<file path="src/rtl/sacm_cfg.svh">
// constants for the servo alarm code manager
`ifndef SACM_CFG_SVH
`define SACM_CFG_SVH

// ----------------------------------------
// table sizes
// ----------------------------------------
`define SACM_NUM_ALARMS 37
`define SACM_NUM_WARNS 13
`define SACM_IDX_W 6
`define SACM_BATT_WARN_IDX 12

// ----------------------------------------
// register byte offsets
// ----------------------------------------
`define SACM_OFS_CTRL 8'h00
`define SACM_OFS_STATUS 8'h04
`define SACM_OFS_ALARM_LO 8'h08
`define SACM_OFS_ALARM_HI 8'h0c
`define SACM_OFS_WARN 8'h10
`define SACM_OFS_IRQ_STAT 8'h14
`define SACM_OFS_IRQ_MASK 8'h18

// ----------------------------------------
// fields and reset values
// ----------------------------------------
`define SACM_CTRL_RESET 16'h0000
`define SACM_CODE_ON_DIGIT 4'h1
`define SACM_IRQ_W 3
`define SACM_IRQ_ALARM_SET 0
`define SACM_IRQ_WARN_SET 1
`define SACM_IRQ_ALARM_CLR 2
`define SACM_IRQ_RESET 3'h0

`endif

</file>
<file path="src/rtl/sacm_pkg.sv">
// types for the servo alarm code manager
package sacm_pkg;

  // bus slave phase
  typedef enum logic [0:0] {
    sacm_bus_idle,
    sacm_bus_access
  } sacm_bus_state_type;

  // per-alarm table entry
  typedef struct packed {
    logic [7:0] disp;
    logic [2:0] code;
    logic by_set;
    logic by_res;
    logic by_son;
  } sacm_alarm_info_type;

endpackage

</file>
<file path="src/rtl/sacm_top.sv">
// servo alarm and warning manager with coded alarm outputs
// ----------------------------------------
// What this block does
// - report each fault as alarm or warning
// - code output only when digit is one
// - code bits on outputs a, b, c
// - warnings never put a code out
// - normal functions pass while no alarm
// - absolute encoder 1/2: 110, power only
// - encoder type mismatch: 000, power only
// - control circuit group shows code 011
// - limit warning releases by itself
// - position table range: power, set, clear input or servo-on
// - position table errors: power, set, clear
// - overload warning 4 releases by itself
// - absolute encoder error 3 releases itself
// - servo-on rising edge clears range alarm
// - fault flag while any alarm active
// - caution flag while any warning active
// ----------------------------------------
`timescale 1ns/10ps
`include "sacm_cfg.svh"
module sacm_top #(
  parameter int NUM_ALARMS = `SACM_NUM_ALARMS,
  parameter int NUM_WARNS = `SACM_NUM_WARNS
) (
  input wire logic hclk,
  input wire logic hresetn,
  input wire logic hsel,
  input wire logic [7:0] haddr,
  input wire logic [1:0] htrans,
  input wire logic hwrite,
  input wire logic [2:0] hsize,
  input wire logic [31:0] hwdata,
  input wire logic hready,
  output logic hreadyout,
  output logic hresp,
  output logic [31:0] hrdata,
  input wire logic [NUM_ALARMS-1:0] alarm_cause,
  input wire logic [NUM_WARNS-1:0] warning_cause,
  input wire logic set_button_pin,
  input wire logic alarm_clear_input,
  input wire logic servo_on_pin,
  input wire logic normal_do_a,
  input wire logic normal_do_b,
  input wire logic normal_do_c,
  output logic coded_output_bit_a,
  output logic coded_output_bit_b,
  output logic coded_output_bit_c,
  output logic fault_flag_output,
  output logic caution_flag_output,
  output logic [7:0] display_code,
  output logic display_is_alarm,
  output logic irq
);

  // ----------------------------------------
  // alarm table and helpers
  // ----------------------------------------

  // display number, code a/b/c, clear by set button, clear input, servo-on
  function automatic sacm_pkg::sacm_alarm_info_type alarm_info(input logic [5:0] idx);
    sacm_pkg::sacm_alarm_info_type r;
    r = '0;
    case (idx)
      6'd0: r = {8'h01, 3'b010, 3'b000};
      6'd1: r = {8'h02, 3'b001, 3'b110};
      6'd2: r = {8'h03, 3'b011, 3'b000};
      6'd3: r = {8'h04, 3'b010, 3'b110};
      6'd4: r = {8'h05, 3'b100, 3'b110};
      6'd5: r = {8'h06, 3'b101, 3'b110};
      6'd6: r = {8'h07, 3'b101, 3'b110};
      6'd7: r = {8'h08, 3'b101, 3'b110};
      6'd8: r = {8'h09, 3'b000, 3'b110};
      6'd9: r = {8'h0a, 3'b000, 3'b110};
      6'd10: r = {8'h0b, 3'b110, 3'b000};
      6'd11: r = {8'h0d, 3'b110, 3'b000};
      6'd12: r = {8'h0e, 3'b000, 3'b000};
      6'd13: r = {8'h0f, 3'b000, 3'b000};
      6'd14: r = {8'h10, 3'b000, 3'b000};
      6'd15: r = {8'h11, 3'b111, 3'b000};
      6'd16: r = {8'h20, 3'b111, 3'b000};
      6'd17: r = {8'h21, 3'b111, 3'b000};
      6'd18: r = {8'h22, 3'b110, 3'b000};
      6'd19: r = {8'h24, 3'b000, 3'b000};
      6'd20: r = {8'h26, 3'b110, 3'b000};
      6'd21: r = {8'h27, 3'b110, 3'b000};
      6'd22: r = {8'h28, 3'b110, 3'b000};
      6'd23: r = {8'h29, 3'b110, 3'b000};
      6'd24: r = {8'h2a, 3'b110, 3'b000};
      6'd25: r = {8'h2b, 3'b110, 3'b000};
      6'd26: r = {8'h2e, 3'b011, 3'b000};
      6'd27: r = {8'h2f, 3'b011, 3'b000};
      6'd28: r = {8'h30, 3'b011, 3'b110};
      6'd29: r = {8'h31, 3'b011, 3'b000};
      6'd30: r = {8'h32, 3'b011, 3'b000};
      6'd31: r = {8'h33, 3'b011, 3'b000};
      6'd32: r = {8'h34, 3'b000, 3'b000};
      6'd33: r = {8'h61, 3'b000, 3'b111};
      6'd34: r = {8'h62, 3'b000, 3'b110};
      6'd35: r = {8'h63, 3'b000, 3'b110};
      6'd36: r = {8'h64, 3'b000, 3'b110};
      default: r = '0;
    endcase
    return r;
  endfunction

  // warning display numbers
  function automatic logic [7:0] warn_disp(input logic [3:0] idx);
    logic [7:0] d;
    d = 8'h00;
    case (idx)
      4'd0: d = 8'h12;
      4'd1: d = 8'h13;
      4'd2: d = 8'h14;
      4'd3: d = 8'h15;
      4'd4: d = 8'h16;
      4'd5: d = 8'h17;
      4'd6: d = 8'h18;
      4'd7: d = 8'h19;
      4'd8: d = 8'h1a;
      4'd9: d = 8'h1b;
      4'd10: d = 8'h1c;
      4'd11: d = 8'h2c;
      4'd12: d = 8'h2d;
      default: d = 8'h00;
    endcase
    return d;
  endfunction

  // lowest set bit of the alarm vector
  function automatic logic [5:0] first_alarm(input logic [NUM_ALARMS-1:0] v);
    logic [5:0] f;
    f = 6'd0;
    for (int i = NUM_ALARMS - 1; i >= 0; i--) begin
      if (v[i]) begin
        f = 6'(i);
      end
    end
    return f;
  endfunction

  // lowest set bit of the warning vector
  function automatic logic [3:0] first_warn(input logic [NUM_WARNS-1:0] v);
    logic [3:0] f;
    f = 4'd0;
    for (int i = NUM_WARNS - 1; i >= 0; i--) begin
      if (v[i]) begin
        f = 4'(i);
      end
    end
    return f;
  endfunction

  // ----------------------------------------
  // declarations
  // ----------------------------------------
  logic [2:0] pins_sync;
  logic set_s;
  logic res_s;
  logic son_s;
  logic set_prev_q;
  logic res_prev_q;
  logic son_prev_q;
  logic set_ev;
  logic res_ev;
  logic son_ev;
  logic [NUM_ALARMS-1:0] mask_set;
  logic [NUM_ALARMS-1:0] mask_res;
  logic [NUM_ALARMS-1:0] mask_son;
  logic [NUM_ALARMS-1:0] clr_ok;
  logic [NUM_ALARMS-1:0] alarm_q;
  logic [NUM_ALARMS-1:0] alarm_d;
  logic [NUM_WARNS-1:0] warn_q;
  logic [NUM_WARNS-1:0] warn_d;
  logic [5:0] cur_idx_q;
  logic [5:0] cur_idx_d;
  logic cur_vld_q;
  logic cur_vld_d;
  logic cur_keep;
  sacm_pkg::sacm_alarm_info_type cur_info;
  logic code_en;
  logic [15:0] ctrl_q;
  logic [`SACM_IRQ_W-1:0] irq_stat_q;
  logic [`SACM_IRQ_W-1:0] irq_mask_q;
  logic [`SACM_IRQ_W-1:0] irq_ev;
  logic [`SACM_IRQ_W-1:0] irq_w1c;
  logic reg_wr;
  logic reg_rd;
  logic [7:0] reg_addr;
  logic [31:0] reg_wdata;
  logic [31:0] reg_rdata;
  logic wr_ctrl;
  logic wr_istat;
  logic wr_imask;
  logic [63:0] alarm_wide;

  // ----------------------------------------
  // bus front end
  // ----------------------------------------
  sacm_ahb u_ahb (
    .hclk(hclk),
    .hresetn(hresetn),
    .hsel(hsel),
    .haddr(haddr),
    .htrans(htrans),
    .hwrite(hwrite),
    .hsize(hsize),
    .hwdata(hwdata),
    .hready(hready),
    .hreadyout(hreadyout),
    .hresp(hresp),
    .hrdata(hrdata),
    .reg_wr(reg_wr),
    .reg_rd(reg_rd),
    .reg_addr(reg_addr),
    .reg_wdata(reg_wdata),
    .reg_rdata(reg_rdata)
  );

  // ----------------------------------------
  // pin synchronisers and clear events
  // ----------------------------------------
  sacm_sync #(
    .WIDTH(3)
  ) u_sync (
    .hclk(hclk),
    .hresetn(hresetn),
    .async_in({set_button_pin, alarm_clear_input, servo_on_pin}),
    .sync_out(pins_sync)
  );

  // rising edges of button, clear input and servo-on
  assign set_s = pins_sync[2];
  assign res_s = pins_sync[1];
  assign son_s = pins_sync[0];
  assign set_ev = set_s & ~set_prev_q;
  assign res_ev = res_s & ~res_prev_q;
  assign son_ev = son_s & ~son_prev_q;

  always_ff @(posedge hclk or negedge hresetn) begin
    if (!hresetn) begin
      set_prev_q <= 1'b0;
      res_prev_q <= 1'b0;
      son_prev_q <= 1'b0;
    end else begin
      set_prev_q <= set_s;
      res_prev_q <= res_s;
      son_prev_q <= son_s;
    end
  end

  // ----------------------------------------
  // alarm latches
  // ----------------------------------------

  // per-alarm permitted clear sources
  for (genvar g = 0; g < NUM_ALARMS; g++) begin : g_mask
    sacm_pkg::sacm_alarm_info_type info;
    assign info = alarm_info(6'(g));
    assign mask_set[g] = info.by_set;
    assign mask_res[g] = info.by_res;
    assign mask_son[g] = info.by_son;
  end

  // clear only with a permitted event and the cause gone; power-only alarms have no mask
  assign clr_ok = ~alarm_cause & (({NUM_ALARMS{set_ev}} & mask_set) |
                                  ({NUM_ALARMS{res_ev}} & mask_res) |
                                  ({NUM_ALARMS{son_ev}} & mask_son));
  assign alarm_d = alarm_cause | (alarm_q & ~clr_ok);

  // warnings follow their cause, battery low stays until reset
  always_comb begin
    warn_d = warning_cause;
    warn_d[`SACM_BATT_WARN_IDX] = warning_cause[`SACM_BATT_WARN_IDX] |
                                  warn_q[`SACM_BATT_WARN_IDX];
  end

  always_ff @(posedge hclk or negedge hresetn) begin
    if (!hresetn) begin
      alarm_q <= '0;
      warn_q <= '0;
    end else begin
      alarm_q <= alarm_d;
      warn_q <= warn_d;
    end
  end

  // ----------------------------------------
  // displayed alarm selection
  // ----------------------------------------

  // hold the first latched alarm until it clears, then take the lowest pending
  assign cur_keep = cur_vld_q & alarm_q[cur_idx_q];
  assign cur_idx_d = cur_keep ? cur_idx_q : first_alarm(alarm_q);
  assign cur_vld_d = cur_keep | (|alarm_q);
  assign cur_info = alarm_info(cur_idx_q);
  assign code_en = (ctrl_q[3:0] == `SACM_CODE_ON_DIGIT);

  always_ff @(posedge hclk or negedge hresetn) begin
    if (!hresetn) begin
      cur_idx_q <= 6'd0;
      cur_vld_q <= 1'b0;
    end else begin
      cur_idx_q <= cur_idx_d;
      cur_vld_q <= cur_vld_d;
    end
  end

  // ----------------------------------------
  // discrete outputs and display
  // ----------------------------------------

  // code replaces normal functions only while an alarm is shown
  always_ff @(posedge hclk or negedge hresetn) begin
    if (!hresetn) begin
      coded_output_bit_a <= 1'b0;
      coded_output_bit_b <= 1'b0;
      coded_output_bit_c <= 1'b0;
      fault_flag_output <= 1'b0;
      caution_flag_output <= 1'b0;
      display_code <= 8'h00;
      display_is_alarm <= 1'b0;
    end else begin
      if (code_en && cur_vld_q) begin
        coded_output_bit_a <= cur_info.code[2];
        coded_output_bit_b <= cur_info.code[1];
        coded_output_bit_c <= cur_info.code[0];
      end else begin
        coded_output_bit_a <= normal_do_a;
        coded_output_bit_b <= normal_do_b;
        coded_output_bit_c <= normal_do_c;
      end
      fault_flag_output <= cur_vld_q;
      caution_flag_output <= |warn_q;
      display_is_alarm <= cur_vld_q;
      if (cur_vld_q) begin
        display_code <= cur_info.disp;
      end else if (|warn_q) begin
        display_code <= warn_disp(first_warn(warn_q));
      end else begin
        display_code <= 8'h00;
      end
    end
  end

  // ----------------------------------------
  // registers and interrupt
  // ----------------------------------------

  // write decode and events
  assign wr_ctrl = reg_wr & (reg_addr == `SACM_OFS_CTRL);
  assign wr_istat = reg_wr & (reg_addr == `SACM_OFS_IRQ_STAT);
  assign wr_imask = reg_wr & (reg_addr == `SACM_OFS_IRQ_MASK);
  assign irq_w1c = wr_istat ? reg_wdata[`SACM_IRQ_W-1:0] : '0;
  assign irq_ev[`SACM_IRQ_ALARM_SET] = |(alarm_d & ~alarm_q);
  assign irq_ev[`SACM_IRQ_WARN_SET] = |(warn_d & ~warn_q);
  assign irq_ev[`SACM_IRQ_ALARM_CLR] = |(alarm_q & ~alarm_d);
  assign irq = |(irq_stat_q & irq_mask_q);
  assign alarm_wide = 64'(alarm_q);

  // sticky status, set beats a clear in the same cycle
  always_ff @(posedge hclk or negedge hresetn) begin
    if (!hresetn) begin
      ctrl_q <= `SACM_CTRL_RESET;
      irq_stat_q <= `SACM_IRQ_RESET;
      irq_mask_q <= `SACM_IRQ_RESET;
    end else begin
      if (wr_ctrl) begin
        ctrl_q <= reg_wdata[15:0];
      end
      if (wr_imask) begin
        irq_mask_q <= reg_wdata[`SACM_IRQ_W-1:0];
      end
      irq_stat_q <= (irq_stat_q & ~irq_w1c) | irq_ev;
    end
  end

  // read mux, unmapped reads as zero
  always_comb begin
    reg_rdata = 32'h0000_0000;
    if (reg_rd) begin
      case (reg_addr)
        `SACM_OFS_CTRL: reg_rdata = {16'h0000, ctrl_q};
        `SACM_OFS_STATUS: reg_rdata = {16'h0000, cur_info.disp, cur_idx_q[5:0],
                                       |warn_q, cur_vld_q};
        `SACM_OFS_ALARM_LO: reg_rdata = alarm_wide[31:0];
        `SACM_OFS_ALARM_HI: reg_rdata = alarm_wide[63:32];
        `SACM_OFS_WARN: reg_rdata = 32'(warn_q);
        `SACM_OFS_IRQ_STAT: reg_rdata = 32'(irq_stat_q);
        `SACM_OFS_IRQ_MASK: reg_rdata = 32'(irq_mask_q);
        default: reg_rdata = 32'h0000_0000;
      endcase
    end
  end

endmodule

</file>
<file path="src/rtl/sacm_sync.sv">
// two flip-flop synchroniser for pin inputs
`timescale 1ns/10ps
module sacm_sync #(
  parameter int WIDTH = 3
) (
  input wire logic hclk,
  input wire logic hresetn,
  input wire logic [WIDTH-1:0] async_in,
  output logic [WIDTH-1:0] sync_out
);

  logic [WIDTH-1:0] meta_q;

  // first stage read only by second stage
  always_ff @(posedge hclk or negedge hresetn) begin
    if (!hresetn) begin
      meta_q <= '0;
      sync_out <= '0;
    end else begin
      meta_q <= async_in;
      sync_out <= meta_q;
    end
  end

endmodule

</file>
<file path="src/rtl/sacm_ahb.sv">
// ahb-lite slave front end with one wait state
`timescale 1ns/10ps
module sacm_ahb (
  input wire logic hclk,
  input wire logic hresetn,
  input wire logic hsel,
  input wire logic [7:0] haddr,
  input wire logic [1:0] htrans,
  input wire logic hwrite,
  input wire logic [2:0] hsize,
  input wire logic [31:0] hwdata,
  input wire logic hready,
  output logic hreadyout,
  output logic hresp,
  output logic [31:0] hrdata,
  output logic reg_wr,
  output logic reg_rd,
  output logic [7:0] reg_addr,
  output logic [31:0] reg_wdata,
  input wire logic [31:0] reg_rdata
);

  sacm_pkg::sacm_bus_state_type state_q;
  logic write_q;
  logic [7:0] addr_q;
  logic [31:0] hrdata_q;
  logic start;

  // address phase accepted, writes only at word size, other sizes read
  assign start = hsel & htrans[1] & hready & (state_q == sacm_pkg::sacm_bus_idle);
  assign hreadyout = (state_q == sacm_pkg::sacm_bus_idle);
  assign hresp = 1'b0;
  assign hrdata = hrdata_q;
  assign reg_addr = addr_q;
  assign reg_wdata = hwdata;
  assign reg_wr = (state_q == sacm_pkg::sacm_bus_access) & write_q;
  assign reg_rd = (state_q == sacm_pkg::sacm_bus_access) & ~write_q;

  // phase tracking and read capture
  always_ff @(posedge hclk or negedge hresetn) begin
    if (!hresetn) begin
      state_q <= sacm_pkg::sacm_bus_idle;
      write_q <= 1'b0;
      addr_q <= 8'h00;
      hrdata_q <= 32'h0000_0000;
    end else begin
      case (state_q)
        sacm_pkg::sacm_bus_idle: begin
          if (start) begin
            state_q <= sacm_pkg::sacm_bus_access;
            write_q <= hwrite & (hsize == 3'h2);
            addr_q <= {haddr[7:2], 2'b00};
          end
        end
        sacm_pkg::sacm_bus_access: begin
          state_q <= sacm_pkg::sacm_bus_idle;
          if (!write_q) begin
            hrdata_q <= reg_rdata;
          end
        end
        default: state_q <= sacm_pkg::sacm_bus_idle;
      endcase
    end
  end

endmodule

</file>
<file path="config.mk">
export PLATFORM = sky130hd
export DESIGN_NAME = sacm_top
export DESIGN_NICKNAME = d
export VERILOG_FILES = /design/src/rtl/sacm_pkg.sv /design/src/rtl/sacm_top.sv /design/src/rtl/sacm_sync.sv /design/src/rtl/sacm_ahb.sv
export VERILOG_INCLUDE_DIRS = /design/src /design/src/rtl
export SDC_FILE = /design/constraint.sdc
export NUM_CORES = 1
export LEC_CHECK = 0
export BUFFER_PORTS_ARGS = -buffer_cell sky130_fd_sc_hd__buf_2
export CORE_MARGIN = 2
export CORE_UTILIZATION = 40
export CTS_BUF_LIST = sky130_fd_sc_hd__clkbuf_2 sky130_fd_sc_hd__clkbuf_4 sky130_fd_sc_hd__clkbuf_8
export DETAILED_ROUTE_END_ITERATION = 8
export GPL_ROUTABILITY_DRIVEN = 0
export PLACE_DENSITY_LB_ADDON = 0.1
export SLEW_MARGIN = 20
export SYNTH_ARGS = -nofsm -noshare
export SYNTH_HDL_FRONTEND = slang
export SYNTH_SLANG_ARGS = --single-unit
</file>
<file path="constraint.sdc">
create_clock -name hclk -period 2.33 [get_ports hclk]
set_input_delay 0.466 -clock hclk [delete_from_list [all_inputs] [get_ports hclk]]
set_output_delay 0.466 -clock hclk [all_outputs]
set_load 0.01 [all_outputs]
</file>
==> reports/qor.csv <==
metric;value;unit
pin count of the biggest net entering global routing;55;
FP Rows;49;
flops & latches, synth;140;
Die Y;139;um
post-route ant nets;0;
H-tree depth;4;
drt total wl;23.0;mm
CP Class;flip-flop to flip-flop;
number of synthesized flops with an enable pin;0;
number of global-route vias before repair;6552;
Tightest Pin Transition;0.686;ns
# IOs;155;
Hold/Removal Path Class;input port to flip-flop;
Antenna diodes;0;
async set-reset flop share out of synthesis;1.00;
clk sinks;140;
total power;5.77;mW
RSZ-0062 raised after global routing;false;
TNS Setup;0;ns
initial core utilization;0.408;
layout cell share with drive strength beyond 1;0.290;
dominant synthesized flop cell;dfrtp_1;
full die area;0.0194;sq mm
Vias/cell;5.56;
sw frac;0.278;
final setup violation count;0;
HPWL after DPL;18.0;mm
final worst path period share;0.937;
register area share after synthesis;0.478;
critical path peak fanout;5;
Clk pwr share;0.366;
Core Region;0.0180;sq mm
Final WS setup;0.146;ns
hold slack;0.117;ns
Final Core Density;0.497;
NetSw;1.61;mW
initial antenna violation count;0;
Tmin final;2.18;ns
worst-skew pair later-pin latency;0.45;ns
Worst setup EP type;flip-flop;
max cap viols;0;
Power per Cell Area;646;mW/mm^2
average size of a mapped cell;9.54;sq um
fill cell count;1736;
CTS tree;yes;
Die X;139;um
Slew Limit Fails;0;
Max-slew headroom;0.537;
endpoints failing hold;0;
cell area after synthesis;0.00733;sq mm
Root Buffer;clkbuf_8;
startpoint types;flip-flop;
most common cell after layout, fill and taps aside;dfrtp_1;
outcome;completed;
internal power;4.17;mW
Seq pwr share;0.468;
detailed-route via count;6554;
Max VDD drop;0.366;mV
combinational fraction of design power;0.166;
synth unique cells;73;
Fmax;0.458;GHz
Pleak;4.17;nW
gr usage total;0.243;
Critical Path RT;2.64;ns
DR pass1 iterations;5;
CTS buffer count;17;
Routed wire per std cell;19.6;um
Bufs on Longest Clock Path;2;
DRC viols;0;
global route overflow;0;
Area growth, synth to finish;21.8;%
clock slew at reported path FFs;0.07;ns
Final nets;1049;
Setup Skew;0.0114;ns
first-pass GRT wire length;36.5;mm
crit path DAT;2.49;ns
I/O Buffers;133;
DRT iter0 DRCs;544;
most frequent cells in the layout;dfrtp_1 (139), buf_2 (132), nand2_1 (127), inv_1 (68), buf_4 (54);
dpl ws;0.132;ns
Ys Warns;0;
synthesized instance count;769;
registers in the layout, summed over array words and instances (netlist names), 3 cells and up:
name / flops
u_sync.sync_out: 3
irq_stat_q: 3
warn_q: 13
u_ahb.reg_addr: 6
u_ahb.hrdata: 32
cur_idx_q: 6
alarm_q: 37
ctrl_q: 16
u_sync.meta_q: 3
display_code: 7
irq_mask_q: 3
cell usage after synthesis, types with 6 or more instances:
master / instances / area (sq um)
a222oi_1: 6 / 60.1
nand2b_1: 7 / 43.8
a221oi_1: 14 / 123
dfrtp_1: 140 / 3500
nor2_1: 33 / 124
nand3_1: 13 / 65.1
and2_1: 8 / 50.1
mux2_1: 10 / 113
mux2_2: 10 / 113
or2_2: 27 / 169
nor3_1: 11 / 55.1
mux2i_1: 13 / 130
nand2_1: 127 / 477
nor2b_1: 8 / 50.1
o22ai_1: 21 / 131
a21oi_1: 21 / 105
o21ai_1: 13 / 65.1
clkbuf_1: 23 / 86.3
inv_1: 68 / 255
nor4_1: 16 / 100
a22oi_1: 11 / 82.6
o21ai_0: 44 / 220
buf_2: 6 / 30.0
ha_1: 7 / 87.6
final cells by class:
type	instances	area, sq um	area share
Sequential cell	140	3500	0.392
Timing Repair Buffer	191	1150	0.128
Clock buffer	25	307	0.0343
Clock inverter	7	113	0.0126
Tap cell	229	287	0.0321
Inverter	70	277	0.0310
Multi-Input combinational cell	516	3300	0.369
timing repair:
item / CTS / global route
hold endpoints to repair: 49 / 0
buffers inserted: 0 / 0
hold buffers: 1 / 0
gates resized for setup: 0 / 2
endpoints found under the setup margin: 0 / 3
per-stage QoR:
step           std cells  instance area, sq um
6_report            1178                  8930
5_1_grt             1178                  8930
4_1_cts             1178                  8930
3_5_place_dp        1145                  8500
3_3_place_gp        1145                  8500
2_1_floorplan        770                  7340
metal layers:
layer	wire (um)	GRT usage	vias to the layer above
met5	0	0	-
met4	398	0.0728	0
met3	1480	0.0420	25
met2	10500	0.371	269
met1	10600	0.355	3194
li1	-	-	3066
worst max-delay path, cell delays in order, from the launching register on:
cell      delay, ns
dfrtp_1        0.43
nor4_1         0.48
and2_1         0.28
nand2_1        0.15
a222oi_1       0.47
o21a_1         0.19
o21ai_1        0.05
power groups by stage:
stage                     logic [mW]  registers (mW)  clock network (mW)
final                          0.957            2.70                2.11
after detailed placement       0.955            2.75                   0
after global routing            1.06            2.72                2.27
after CTS                      0.959            2.70                2.16
after global placement         0.937            2.74                   0
after floorplan                0.496            2.74                   0
path summary, 6_finish.rpt:
path	startpoint	endpoint	slack [ns]	cells past startpoint
max	warn_q[2]$_DFF_PN0_	u_ahb.hrdata[1]$_DFFE_PN0P_	0.15	6
max reg2reg	warn_q[2]$_DFF_PN0_	u_ahb.hrdata[1]$_DFFE_PN0P_	0.15	6
min	servo_on_pin	u_sync.meta_q[0]$_DFF_PN0_	0.12	1
max in group asynchronous	hresetn	ctrl_q[2]$_DFFE_PN0P_	1.16	3
min in group asynchronous	hresetn	u_ahb.hrdata[30]$_DFFE_PN0P_	0.54	2
min reg2reg	u_sync.meta_q[0]$_DFF_PN0_	u_sync.sync_out[0]$_DFF_PN0_	0.35	0
cells by family (layout without fill, tap and decap cells):
family | Yosys count | after routing | synth area share
multiplexers | 43 | 43 | 0.0781
adder cells (fa/ha/maj) | 7 | 7 | 0.0119
buffers and inverters | 114 | 293 | 0.0739
flip-flops | 140 | 140 | 0.478
other | 1 | 2 | 0.000511
AO/OA/AOI/OAI | 198 | 198 | 0.186
AND/OR/NAND/NOR | 266 | 266 | 0.172
Note: power is estimated with default switching activity, not from simulation.
